==> config.mk <==
export PLATFORM = sky130hd
export DESIGN_NAME = pmt_timer
export DESIGN_NICKNAME = d
export VERILOG_FILES = /design/src/hw/pmt_pkg.sv /design/src/hw/pmt_tick_div.sv /design/src/hw/pmt_timer.sv
export SDC_FILE = /design/constraint.sdc
export NUM_CORES = 1
export LEC_CHECK = 0
export BUFFER_PORTS_ARGS = -buffer_cell sky130_fd_sc_hd__buf_2
export CAP_MARGIN = 25
export CORE_MARGIN = 3
export CORE_UTILIZATION = 53
export CTS_BUF_LIST = sky130_fd_sc_hd__clkbuf_4
export DETAILED_ROUTE_END_ITERATION = 6
export GPL_ROUTABILITY_DRIVEN = 0
export MAX_ROUTING_LAYER = met4
export PLACE_DENSITY = 0.88
export SLEW_MARGIN = 25
export SYNTH_ARGS = -nofsm -noshare
export SYNTH_HDL_FRONTEND = slang
export SYNTH_HIERARCHICAL = 1
export SYNTH_SLANG_ARGS = --single-unit
==> constraint.sdc <==
create_clock -name pclk -period 2.65 [get_ports pclk]
set_input_delay 0.3975 -clock pclk [delete_from_list [all_inputs] [get_ports pclk]]
set_output_delay 0.3975 -clock pclk [all_outputs]
set_load 0.03 [all_outputs]
==> src/hw/pmt_pkg.sv <==
// Package: constants, register map and state types of the period timer
package pmt_pkg;

    // ============================================================
    // Clocking
    localparam int unsigned CLK_FREQ_HZ   = 20000000;
    localparam int unsigned OSC_PER_INSTR = 4;
    localparam int unsigned QDIV_W        = 2;

    // ============================================================
    // Register byte offsets (APB, one word each)
    localparam logic [7:0] OFS_COUNT = 8'h00;
    localparam logic [7:0] OFS_LIMIT = 8'h04;
    localparam logic [7:0] OFS_CTRL  = 8'h08;
    localparam logic [7:0] OFS_FLAG  = 8'h0C;
    localparam logic [7:0] OFS_MASK  = 8'h10;

    // ============================================================
    // Field positions of timer_control
    localparam int unsigned CTRL_PRE_LSB  = 0;
    localparam int unsigned CTRL_RUN_BIT  = 2;
    localparam int unsigned CTRL_POST_LSB = 3;

    // Field position of the period match flag and its mask
    localparam int unsigned FLAG_BIT = 0;

    // ============================================================
    // Reset values
    localparam logic [7:0] COUNT_RST = 8'h00;
    localparam logic [7:0] LIMIT_RST = 8'hFF;
    localparam logic [1:0] PRE_RST   = 2'h0;
    localparam logic [3:0] POST_RST  = 4'h0;

    // Prescaler terminal counts (ratio minus one)
    localparam logic [3:0] PRE_TC_1  = 4'h0;
    localparam logic [3:0] PRE_TC_4  = 4'h3;
    localparam logic [3:0] PRE_TC_16 = 4'hF;

    // ============================================================
    // Types
    typedef struct packed {
        logic        psel;
        logic        penable;
        logic        pwrite;
        logic [7:0]  paddr;
        logic [31:0] pwdata;
    } pmt_apb_req_t;

    typedef struct packed {
        logic [QDIV_W-1:0] cnt;
    } pmt_div_state_t;

    typedef struct packed {
        logic [7:0]  count;
        logic [7:0]  limit;
        logic        run;
        logic [1:0]  pre_sel;
        logic [3:0]  post_sel;
        logic [3:0]  pre_cnt;
        logic [3:0]  post_cnt;
        logic        flag;
        logic        mask;
        logic [31:0] prdata;
    } pmt_state_t;

endpackage

==> src/hw/pmt_tick_div.sv <==
// Free-running divider giving a one-cycle tick every DIV clocks
`timescale 1ns/1ns
`default_nettype none

module pmt_tick_div #(
    parameter int unsigned W   = 2,
    parameter int unsigned DIV = 4
) (
    // Clock and reset
    input  wire logic pclk,
    input  wire logic presetn,
    // Tick out
    output logic      tick
);

    localparam logic [W-1:0] TC = W'(DIV - 1);

    logic [W-1:0] cnt_r;
    logic [W-1:0] cnt_nxt;

    always_comb begin
        cnt_nxt = (cnt_r == TC) ? '0 : W'(cnt_r + 1'b1);
    end

    always_ff @(posedge pclk or negedge presetn) begin
        if (!presetn) begin
            cnt_r <= '0;
        end else begin
            cnt_r <= cnt_nxt;
        end
    end

    assign tick = (cnt_r == TC);
endmodule
`default_nettype wire

==> src/hw/pmt_timer.sv <==
// Period match timer with prescaler, postscaler and APB registers
//
// Chosen here: the register offsets and the APB slave port.
`timescale 1ns/1ns
`default_nettype none

// Function
// - The count clock is the instruction clock, pclk divided by four, fed through the prescaler.
// - The prescaler divides by 1, 4 or 16 and its output increments the 8-bit count.
// - Count and period limit are each 8 bits wide.
// - The count climbs from 00h and is compared with the limit at all times.
// - On a match the count returns to 00h on the next increment instead of passing the limit.
// - Each match advances the postscaler, which divides matches by 1 to 16.
// - The postscaler output sets the period match flag.
// - Software can read and write the count and the limit at any time.
// - Reset loads the count with 00h and the limit with FFh.
// - The timer counts only while the run bit is one.
// - Writes to the count or control register and any reset clear both scaler counters.
// - A control write leaves the count unchanged.

module pmt_timer (
    // Clock and reset
    input  wire logic                 pclk,
    input  wire logic                 presetn,
    // APB request
    input  wire pmt_pkg::pmt_apb_req_t apb_req,
    // APB answer
    output logic [31:0]               prdata,
    output logic                      pready,
    output logic                      pslverr,
    // Interrupt
    output logic                      irq
);

    // ============================================================
    // State
    pmt_pkg::pmt_state_t st_r;
    pmt_pkg::pmt_state_t st_nxt;

    logic       q_tick;
    logic       setup;
    logic       access;
    logic       wr_count;
    logic       wr_limit;
    logic       wr_ctrl;
    logic       wr_flag;
    logic       wr_mask;
    logic       rd_flag;
    logic       mapped;
    logic [3:0] pre_tc;
    logic       pre_tick;
    logic       inc_en;
    logic       match;
    logic       post_fire;
    logic       flag_clr;
    logic [31:0] rd_mux;

    // ============================================================
    // Instruction clock tick
    pmt_tick_div #(
        .W   (pmt_pkg::QDIV_W),
        .DIV (pmt_pkg::OSC_PER_INSTR)
    ) u_qdiv (
        .pclk    (pclk),
        .presetn (presetn),
        .tick    (q_tick)
    );

    // ============================================================
    // Bus decode
    always_comb begin
        setup  = apb_req.psel && !apb_req.penable;
        access = apb_req.psel && apb_req.penable;
        mapped = (apb_req.paddr == pmt_pkg::OFS_COUNT) ||
                 (apb_req.paddr == pmt_pkg::OFS_LIMIT) ||
                 (apb_req.paddr == pmt_pkg::OFS_CTRL)  ||
                 (apb_req.paddr == pmt_pkg::OFS_FLAG)  ||
                 (apb_req.paddr == pmt_pkg::OFS_MASK);
        wr_count = access && apb_req.pwrite &&
                   (apb_req.paddr == pmt_pkg::OFS_COUNT);
        wr_limit = access && apb_req.pwrite &&
                   (apb_req.paddr == pmt_pkg::OFS_LIMIT);
        wr_ctrl  = access && apb_req.pwrite &&
                   (apb_req.paddr == pmt_pkg::OFS_CTRL);
        wr_flag  = access && apb_req.pwrite &&
                   (apb_req.paddr == pmt_pkg::OFS_FLAG);
        wr_mask  = access && apb_req.pwrite &&
                   (apb_req.paddr == pmt_pkg::OFS_MASK);
        rd_flag  = access && !apb_req.pwrite &&
                   (apb_req.paddr == pmt_pkg::OFS_FLAG);
    end

    // Read data mux, sampled in the setup cycle
    always_comb begin
        rd_mux = 32'h0000_0000;
        case (apb_req.paddr)
            pmt_pkg::OFS_COUNT: begin
                rd_mux[7:0] = st_r.count;
            end
            pmt_pkg::OFS_LIMIT: begin
                rd_mux[7:0] = st_r.limit;
            end
            pmt_pkg::OFS_CTRL: begin
                rd_mux[pmt_pkg::CTRL_PRE_LSB +: 2]  = st_r.pre_sel;
                rd_mux[pmt_pkg::CTRL_RUN_BIT]       = st_r.run;
                rd_mux[pmt_pkg::CTRL_POST_LSB +: 4] = st_r.post_sel;
            end
            pmt_pkg::OFS_FLAG: begin
                rd_mux[pmt_pkg::FLAG_BIT] = st_r.flag;
            end
            pmt_pkg::OFS_MASK: begin
                rd_mux[pmt_pkg::FLAG_BIT] = st_r.mask;
            end
            default: begin
                rd_mux = 32'h0000_0000;
            end
        endcase
    end

    // ============================================================
    // Timer datapath
    always_comb begin
        case (st_r.pre_sel)
            2'h0:    pre_tc = pmt_pkg::PRE_TC_1;
            2'h1:    pre_tc = pmt_pkg::PRE_TC_4;
            default: pre_tc = pmt_pkg::PRE_TC_16;
        endcase
        // Scaler clears and count writes suppress the increment
        pre_tick  = q_tick && st_r.run && (st_r.pre_cnt == pre_tc);
        inc_en    = pre_tick && !wr_count && !wr_ctrl;
        match     = (st_r.count == st_r.limit);
        post_fire = inc_en && match &&
                    (st_r.post_cnt == st_r.post_sel);
        flag_clr  = rd_flag ||
                    (wr_flag && !apb_req.pwdata[pmt_pkg::FLAG_BIT]);
    end

    always_comb begin
        st_nxt = st_r;

        // Prescaler counter
        if (wr_count || wr_ctrl) begin
            st_nxt.pre_cnt = 4'h0;
        end else if (q_tick && st_r.run) begin
            st_nxt.pre_cnt = pre_tick ? 4'h0 : 4'(st_r.pre_cnt + 4'h1);
        end

        // Count register
        if (wr_count) begin
            st_nxt.count = apb_req.pwdata[7:0];
        end else if (inc_en) begin
            if (match) begin
                st_nxt.count = pmt_pkg::COUNT_RST;
            end else begin
                st_nxt.count = 8'(st_r.count + 8'h01);
            end
        end

        // Postscaler counter
        if (wr_count || wr_ctrl) begin
            st_nxt.post_cnt = 4'h0;
        end else if (inc_en && match) begin
            st_nxt.post_cnt = post_fire ? 4'h0
                                        : 4'(st_r.post_cnt + 4'h1);
        end

        // Limit register
        if (wr_limit) begin
            st_nxt.limit = apb_req.pwdata[7:0];
        end

        // Control register, count untouched
        if (wr_ctrl) begin
            st_nxt.pre_sel  = apb_req.pwdata[pmt_pkg::CTRL_PRE_LSB +: 2];
            st_nxt.run      = apb_req.pwdata[pmt_pkg::CTRL_RUN_BIT];
            st_nxt.post_sel = apb_req.pwdata[pmt_pkg::CTRL_POST_LSB +: 4];
        end

        // Mask register
        if (wr_mask) begin
            st_nxt.mask = apb_req.pwdata[pmt_pkg::FLAG_BIT];
        end

        // Sticky flag, set wins over clear
        if (post_fire) begin
            st_nxt.flag = 1'b1;
        end else if (flag_clr) begin
            st_nxt.flag = 1'b0;
        end

        // Read data captured in setup cycle
        if (setup) begin
            st_nxt.prdata = mapped ? rd_mux : 32'h0000_0000;
        end
    end

    always_ff @(posedge pclk or negedge presetn) begin
        if (!presetn) begin
            st_r          <= '0;
            st_r.count    <= pmt_pkg::COUNT_RST;
            st_r.limit    <= pmt_pkg::LIMIT_RST;
            st_r.pre_sel  <= pmt_pkg::PRE_RST;
            st_r.post_sel <= pmt_pkg::POST_RST;
            st_r.pre_cnt  <= 4'h0;
            st_r.post_cnt <= 4'h0;
        end else begin
            st_r <= st_nxt;
        end
    end

    // ============================================================
    // Outputs
    assign prdata  = st_r.prdata;
    assign pready  = access;
    assign pslverr = access && !mapped;
    assign irq     = st_r.flag && st_r.mask;
endmodule
`default_nettype wire

**Word-level counts from Yosys, hierarchy flattened**

Index checks and enable logic that the tools add are counted.

- Input port bits: 45
- Bits in registers: 67
- Output and inout port bits: 35

- Equal/unequal tests: 9
- Muxes and demuxes: 17
- Reductions and logical operators: 37
- Add/subtract/negate cells: 4

Operators by type and width:

| cell | number |
|---|---|
| $mux 8 | 4 |
| $mux 4 | 6 |
| $logic_and 1x1->1 | 19 |
| $pmux 6 s3 | 1 |
| $eq 8x4->1 const B | 2 |
| $add 4x1->4 const B | 2 |
| $add 8x1->8 const B | 1 |
| $eq 4x4->1 | 2 |
| $eq 8x3->1 const B | 1 |
| $eq 8x5->1 const B | 1 |
| $eq 8x8->1 | 1 |
| $logic_not 8->1 | 1 |
| $pmux 4 s2 | 1 |
| $reduce_bool 2->1 | 4 |
| $logic_not 1->1 | 6 |
| $logic_or 1x1->1 | 6 |
| $pmux 1 s5 | 1 |
| $add 2x1->2 const B | 1 |
| $eq 2x1->1 const B | 1 |
| $eq 2x2->1 const B | 1 |
| $logic_not 2->1 | 1 |
| $mux 1 | 2 |
| $mux 2 | 1 |
| $pmux 1 s2 | 1 |

**Logic depth before layout (Yosys ltp)**

- Depth in word-level cells: 11
- Mapped depth: 7

**Cells and area by module**

The synthesis kept the hierarchy.

Modules (own cells, without submodules):

| module | cells an instance | instances | area an instance (um^2) |
|---|---|---|---|
| pmt_timer | 258 | 1 | 2551.2 |
| pmt_tick_div | 4 | 1 | 66.3 |

**Worst setup path before layout**

OpenSTA, ideal clock, no wires.

- Path type: register to register
- From: register st_r[47] (netlist name)
- To: register st_r[37] (netlist name)
- Cell stages (with the launch flop): 6
- Setup slack: 0.608 ns
- Required time: 2.546 ns
- Setup time: 0.104 ns
- Data arrival time: 1.938 ns
- Cell sequence: dfrtp_1 -> or4_4 -> a221o_1 -> nor3_4 -> nand2_2 -> o41ai_2

- Word-level cells in the longest chain between the ends: 11
- Elaborated cells on any way between the ends: 13
- Classes of those cells: eq/ne (2); mux (4); reduce/logical (7)

Ends and longest elaborated chain:

| element | RTL line | text |
|---|---|---|
| start, declared | pmt_timer.sv:37 | `pmt_pkg::pmt_state_t st_r;` |
| start signal, assigned | pmt_timer.sv:207 | `st_r <= st_nxt;` |
| $eq 2x1->1 / $logic_not 2->1 (equally long branches) | pmt_timer.sv:123 | `case (st_r.pre_sel)` |
| $pmux 4 s2 (*) | pmt_timer.sv:123 |  |
| $eq 4x4->1 (*) | pmt_timer.sv:129 | `pre_tick = q_tick && st_r.run && (st_r.pre_cnt == pre_tc);` |
| $logic_and 1x1->1 (*) | pmt_timer.sv:129 |  |
| $logic_and 1x1->1 (*) (2 in a row) | pmt_timer.sv:130 | `inc_en = pre_tick && !wr_count && !wr_ctrl;` |
| $logic_and 1x1->1 (*) | pmt_timer.sv:132, pmt_timer.sv:162 |  |
| $logic_and 1x1->1 | pmt_timer.sv:132 | `post_fire = inc_en && match &&` |
| $mux 4 | pmt_timer.sv:163 | `st_nxt.post_cnt = post_fire ? 4'h0` |
| $mux 4 | pmt_timer.sv:162 | `end else if (inc_en && match) begin` |
| $mux 4 | pmt_timer.sv:160 | `if (wr_count \|\| wr_ctrl) begin` |

Every way passes the cells marked *; elsewhere a longest branch is shown, timed or not. The select of a mux whose other input is x is not followed.
A chain may end at the register's enable or synchronous reset.

**Final worst setup path**

- From: register st_r[47] (netlist name)
- To: register st_r[58] (netlist name)

- Word-level cells in the longest chain between the ends: 7
- Elaborated cells on any way between the ends: 8
- Classes of those cells: eq/ne (2); mux (1); reduce/logical (5)

Ends and longest elaborated chain:

| element | RTL line |
|---|---|
| $eq 2x1->1 / $logic_not 2->1 (equally long branches) | pmt_timer.sv:123 |
| $pmux 4 s2 (*) | pmt_timer.sv:123 |
| $eq 4x4->1 (*) | pmt_timer.sv:129 |
| $logic_and 1x1->1 (*) | pmt_timer.sv:129 |
| $logic_and 1x1->1 (*) (2 in a row) | pmt_timer.sv:130 |
| $reduce_bool 2->1 (no line) (*) | n/a |

Every way passes the cells marked *; elsewhere a longest branch is shown, timed or not.

==> run_results.csv <==
group,metric,value,unit
route,final_antenna_net_count,0,
floorplan,floorplan.core_area,0.00456,mm^2
timing,fmax,0.443,GHz
synthesis,yosysWarnings,6,
timing,setup-violations-final,0,
timing,relative_max_transition_margin,0.629,
clocking,post_cts_resized,0,
synthesis,synth_async_sr_flop_share,1.00,
timing,timing_hold_violations_final,0,
critical_path,r2r_start,"st_r[47]",
critical_path,worst_r2r_path_depth,5,
critical_path,timing.reg2reg.setup_slack,0.39,ns
synthesis,synth-edff-count,0,
placed_design,detailedPlacementHpwl,4110,um
route,drt-total-wl,5440,um
floorplan,dieWidth,76.3,um
critical_path,cp-start-kind,"register",
floorplan,floorplan.die.height,76.3,um
synthesis,ys_ff_latch,43,
finish,final-instance-count-excl-fill,352,
grt,global_route_wire_length_before_repair,9190,um
clocking,cts_sinks,43,
synthesis,synthDominantAreaCellType,"sky130_fd_sc_hd__dfrtp_1",
critical_path,end_kind,"register",
status,run_status,"complete, no violations",
clocking,cts_setup_buffers,0,
critical_path,cp_data_arrival_time,2.49,ns
critical_path,crit_path_max_delay_cell_type,"sky130_fd_sc_hd__or4_4",
critical_path,endpoint_of_the_worst_register_to_register_path,"st_r[58]",
power_and_ir_drop,worst_ir_drop_vdd,0.000219,V
finish,num-nets-final,335,
finish,layout-area-overhead-vs-synth,5.07,%
grt,grt.total_usage,0.202,
critical_path,timing.critical_path.required,2.88,ns
placed_design,placedCellCount,344,
finish,num-fill-cells,412,
route,num_vias,2051,
clocking,cts-root-to-sink-buffers,2,
route,dr.first_iter.drc_count,276,
synthesis,synth_largest_type_area_fraction,0.335,
critical_path,crit_fanout,7,
clocking,tritoncts.num_buffers,5,
finish,sequential_cell_area_in_the_final_layout,0.00109,mm^2
clocking,cts_tree,"built",
clocking,holdBufCountCts,0,
synthesis,synth_sequential_area_ratio,0.415,
floorplan,die_area,0.00582,mm^2
clocking,cts.clk_slew.worst_paths,0.12,ns
synthesis,synth.distinct_cells,52,
floorplan,initial_core_util,0.573,
timing,final-max-slew-violation-count,0,
route,dr_pass1_iterations,5,
power_and_ir_drop,power.leakage,1.22,nW
critical_path,classification_of_the_worst_setup_path,"register to register",
grt,grt.overflow.total,0,
clocking,htree_levels,2,
timing,fin_setup_tns,0,ns
clocking,cts_root_buffer,"sky130_fd_sc_hd__clkbuf_4",
floorplan,boundaryPins,80,
route,viasPerCell,5.83,
timing,worst_slew_pin_slew,0.551,ns
synthesis,largest_cells_by_area_after_synthesis,"sky130_fd_sc_hd__dfrtp_1 (33%), sky130_fd_sc_hd__buf_4 (9.2%), sky130_fd_sc_hd__dfstp_2 (8.0%)",
finish,multiInputGateArea,0.00133,mm^2
synthesis,synthesis.area_per_instance,9.99,um^2
min_path,hp-class,"primary input to asynchronous set/reset pin",
clocking,clock_latency_reported_for_the_late_side_of_the_worst_skew_pair,0.35,ns
timing,fin_worst_skew,0.0145,ns
grt,grt_max_degree,44,
finish,drive_above_1_share,0.261,
floorplan,row_count,24,
power_and_ir_drop,power-per-cell-area,414,mW/mm^2
route,drc_errors,0,
grt,first_global_vias,1923,
synthesis,number_of_instances_in_the_synthesized_netlist,262,
timing,grt_setup_unrepaired,"no",
finish,n_antenna_cell,0,
placed_design,port_buffers,31,
critical_path,cp_cell_sequence,"or4_4, a221oi_2, a21oi_2, and2_0, a221o_1",
timing,final_min_period_over_clock_period,0.853,
synthesis,synth_ff_type,"sky130_fd_sc_hd__dfrtp_1",
timing,final_period_minus_worst_setup_slack,2.26,ns
run,maxCapViolCount,0,
synthesis,syn_area,0.00262,mm^2
critical_path,delay_of_the_slowest_cell_on_the_worst_path,0.54,ns
grt,antenna_found_initial,0,
route,wl_per_cell,15.4,um
==> flip-flops by register name, summed over array words and instances (netlist names) <==
register,cells
prdata,8
st_r,33
u_qdiv/cnt_r,2
==> per-layer routing <==
layer | up-vias | GRT usage | part of all wire
met5 | - | - | 0
met4 | 0 | 0.0761 | 0.019
met3 | 11 | 0.0461 | 0.090
met2 | 109 | 0.295 | 0.44
met1 | 964 | 0.274 | 0.45
li1 | 967 | - | -
==> worst max path at each step <==
stage               depth (start not counted)      from  endpoint
floorplan                                   5  st_r[47]  st_r[37]
global placement                            5  st_r[47]  st_r[37]
global route                                5  st_r[47]  st_r[64]
finish                                      5  st_r[47]  st_r[58]
CTS                                         5  st_r[47]  st_r[58]
detailed placement                          5  st_r[47]  st_r[58]
==> logic make-up (layout without fill, tap and decap cells) <==
family | count (synthesis) | after routing | synth area share
AOI/OAI and AO/OA | 50 | 50 | 0.143
xor gates and xnor gates | 13 | 13 | 0.0435
adders and majority gates | 4 | 4 | 0.0191
buffers and inverters | 45 | 47 | 0.111
DFF | 43 | 43 | 0.415
muxes | 18 | 18 | 0.0765
other | 1 | 24 | 0.00143
and+or+nand+nor | 88 | 88 | 0.191
==> cell usage after synthesis, types with 2 or more instances <==
library cell	instances
sky130_fd_sc_hd__o21ai_0	5
sky130_fd_sc_hd__dfstp_2	8
sky130_fd_sc_hd__a21oi_1	7
sky130_fd_sc_hd__and2_1	6
sky130_fd_sc_hd__a222oi_1	7
sky130_fd_sc_hd__nand2_1	23
sky130_fd_sc_hd__a221o_1	3
sky130_fd_sc_hd__mux2_2	16
sky130_fd_sc_hd__or3_1	2
sky130_fd_sc_hd__nor4_1	2
sky130_fd_sc_hd__nor2_1	8
sky130_fd_sc_hd__o2111ai_1	2
sky130_fd_sc_hd__and3_1	7
sky130_fd_sc_hd__o21ai_1	10
sky130_fd_sc_hd__nand3b_1	2
sky130_fd_sc_hd__inv_1	4
sky130_fd_sc_hd__nand4_1	6
sky130_fd_sc_hd__ha_1	4
sky130_fd_sc_hd__or4b_2	2
sky130_fd_sc_hd__nand2b_1	3
sky130_fd_sc_hd__o211ai_1	3
sky130_fd_sc_hd__clkbuf_1	8
sky130_fd_sc_hd__buf_4	32
sky130_fd_sc_hd__xnor2_1	12
sky130_fd_sc_hd__dfrtp_1	35
sky130_fd_sc_hd__mux2i_1	2
sky130_fd_sc_hd__nand3_1	13
sky130_fd_sc_hd__o311ai_1	3
sky130_fd_sc_hd__nor3_1	4
==> power breakdown <==
group / switching (mW) / internal (mW)
combinational: 0.100 / 0.0399
sequential: 0.0180 / 0.673
clock: 0.200 / 0.109
total: 0.318 / 0.821
==> placed cells by master (no fill, tap or decap), drive strengths merged, types with 2 or more instances in the layout <==
cell type | netlist | final
mux2 | 16 | 16
o211ai | 3 | 3
o311ai | 3 | 3
conb | 1 | 24
xnor2 | 12 | 12
nand2b | 3 | 3
dfstp | 8 | 8
clkbuf | 8 | 6
or3 | 2 | 2
ha | 4 | 4
mux2i | 2 | 2
a221o | 3 | 3
a21oi | 8 | 8
nand3 | 13 | 13
nor3 | 5 | 5
or4b | 3 | 3
dfrtp | 35 | 35
nor2 | 8 | 8
buf | 33 | 35
nand4 | 6 | 6
o21ai | 15 | 15
and2 | 7 | 7
clkinv | 0 | 2
and3 | 7 | 7
a222oi | 7 | 7
inv | 4 | 4
nand3b | 2 | 2
nor4 | 3 | 3
o2111ai | 2 | 2
nand2 | 24 | 24
==> layout make-up <==
type,count,area share
clock buffers,6,0.0164
clock inverters,2,0.00273
inverters,4,0.00546
multi-input cells,197,0.483
flip-flops and latches,43,0.395
well taps,65,0.0296
repair buffers,35,0.0682
==> worst max-delay path: cells and delay by family (launching register included) <==
family,cells,cell delay [ns]
AO/OA/AOI/OAI,3,0.96
AND/OR/NAND/NOR,2,0.75
flip-flops,1,0.45
==> stage by stage <==
stage	total power, mW	cell area (um^2)	setup slack (ns)	util	hold WS (ns)
floorplan	0.821	2700	0.608	-	0.102
global placement	0.838	2700	0.453	0.590	0.412
detailed placement	0.842	2700	0.407	0.590	0.425
CTS	1.15	2750	0.385	0.602	0.201
global route	1.20	2750	0.219	0.603	0.0281
finish	1.14	2750	0.390	0.603	0.0135
(Power assumes the default switching activity.)
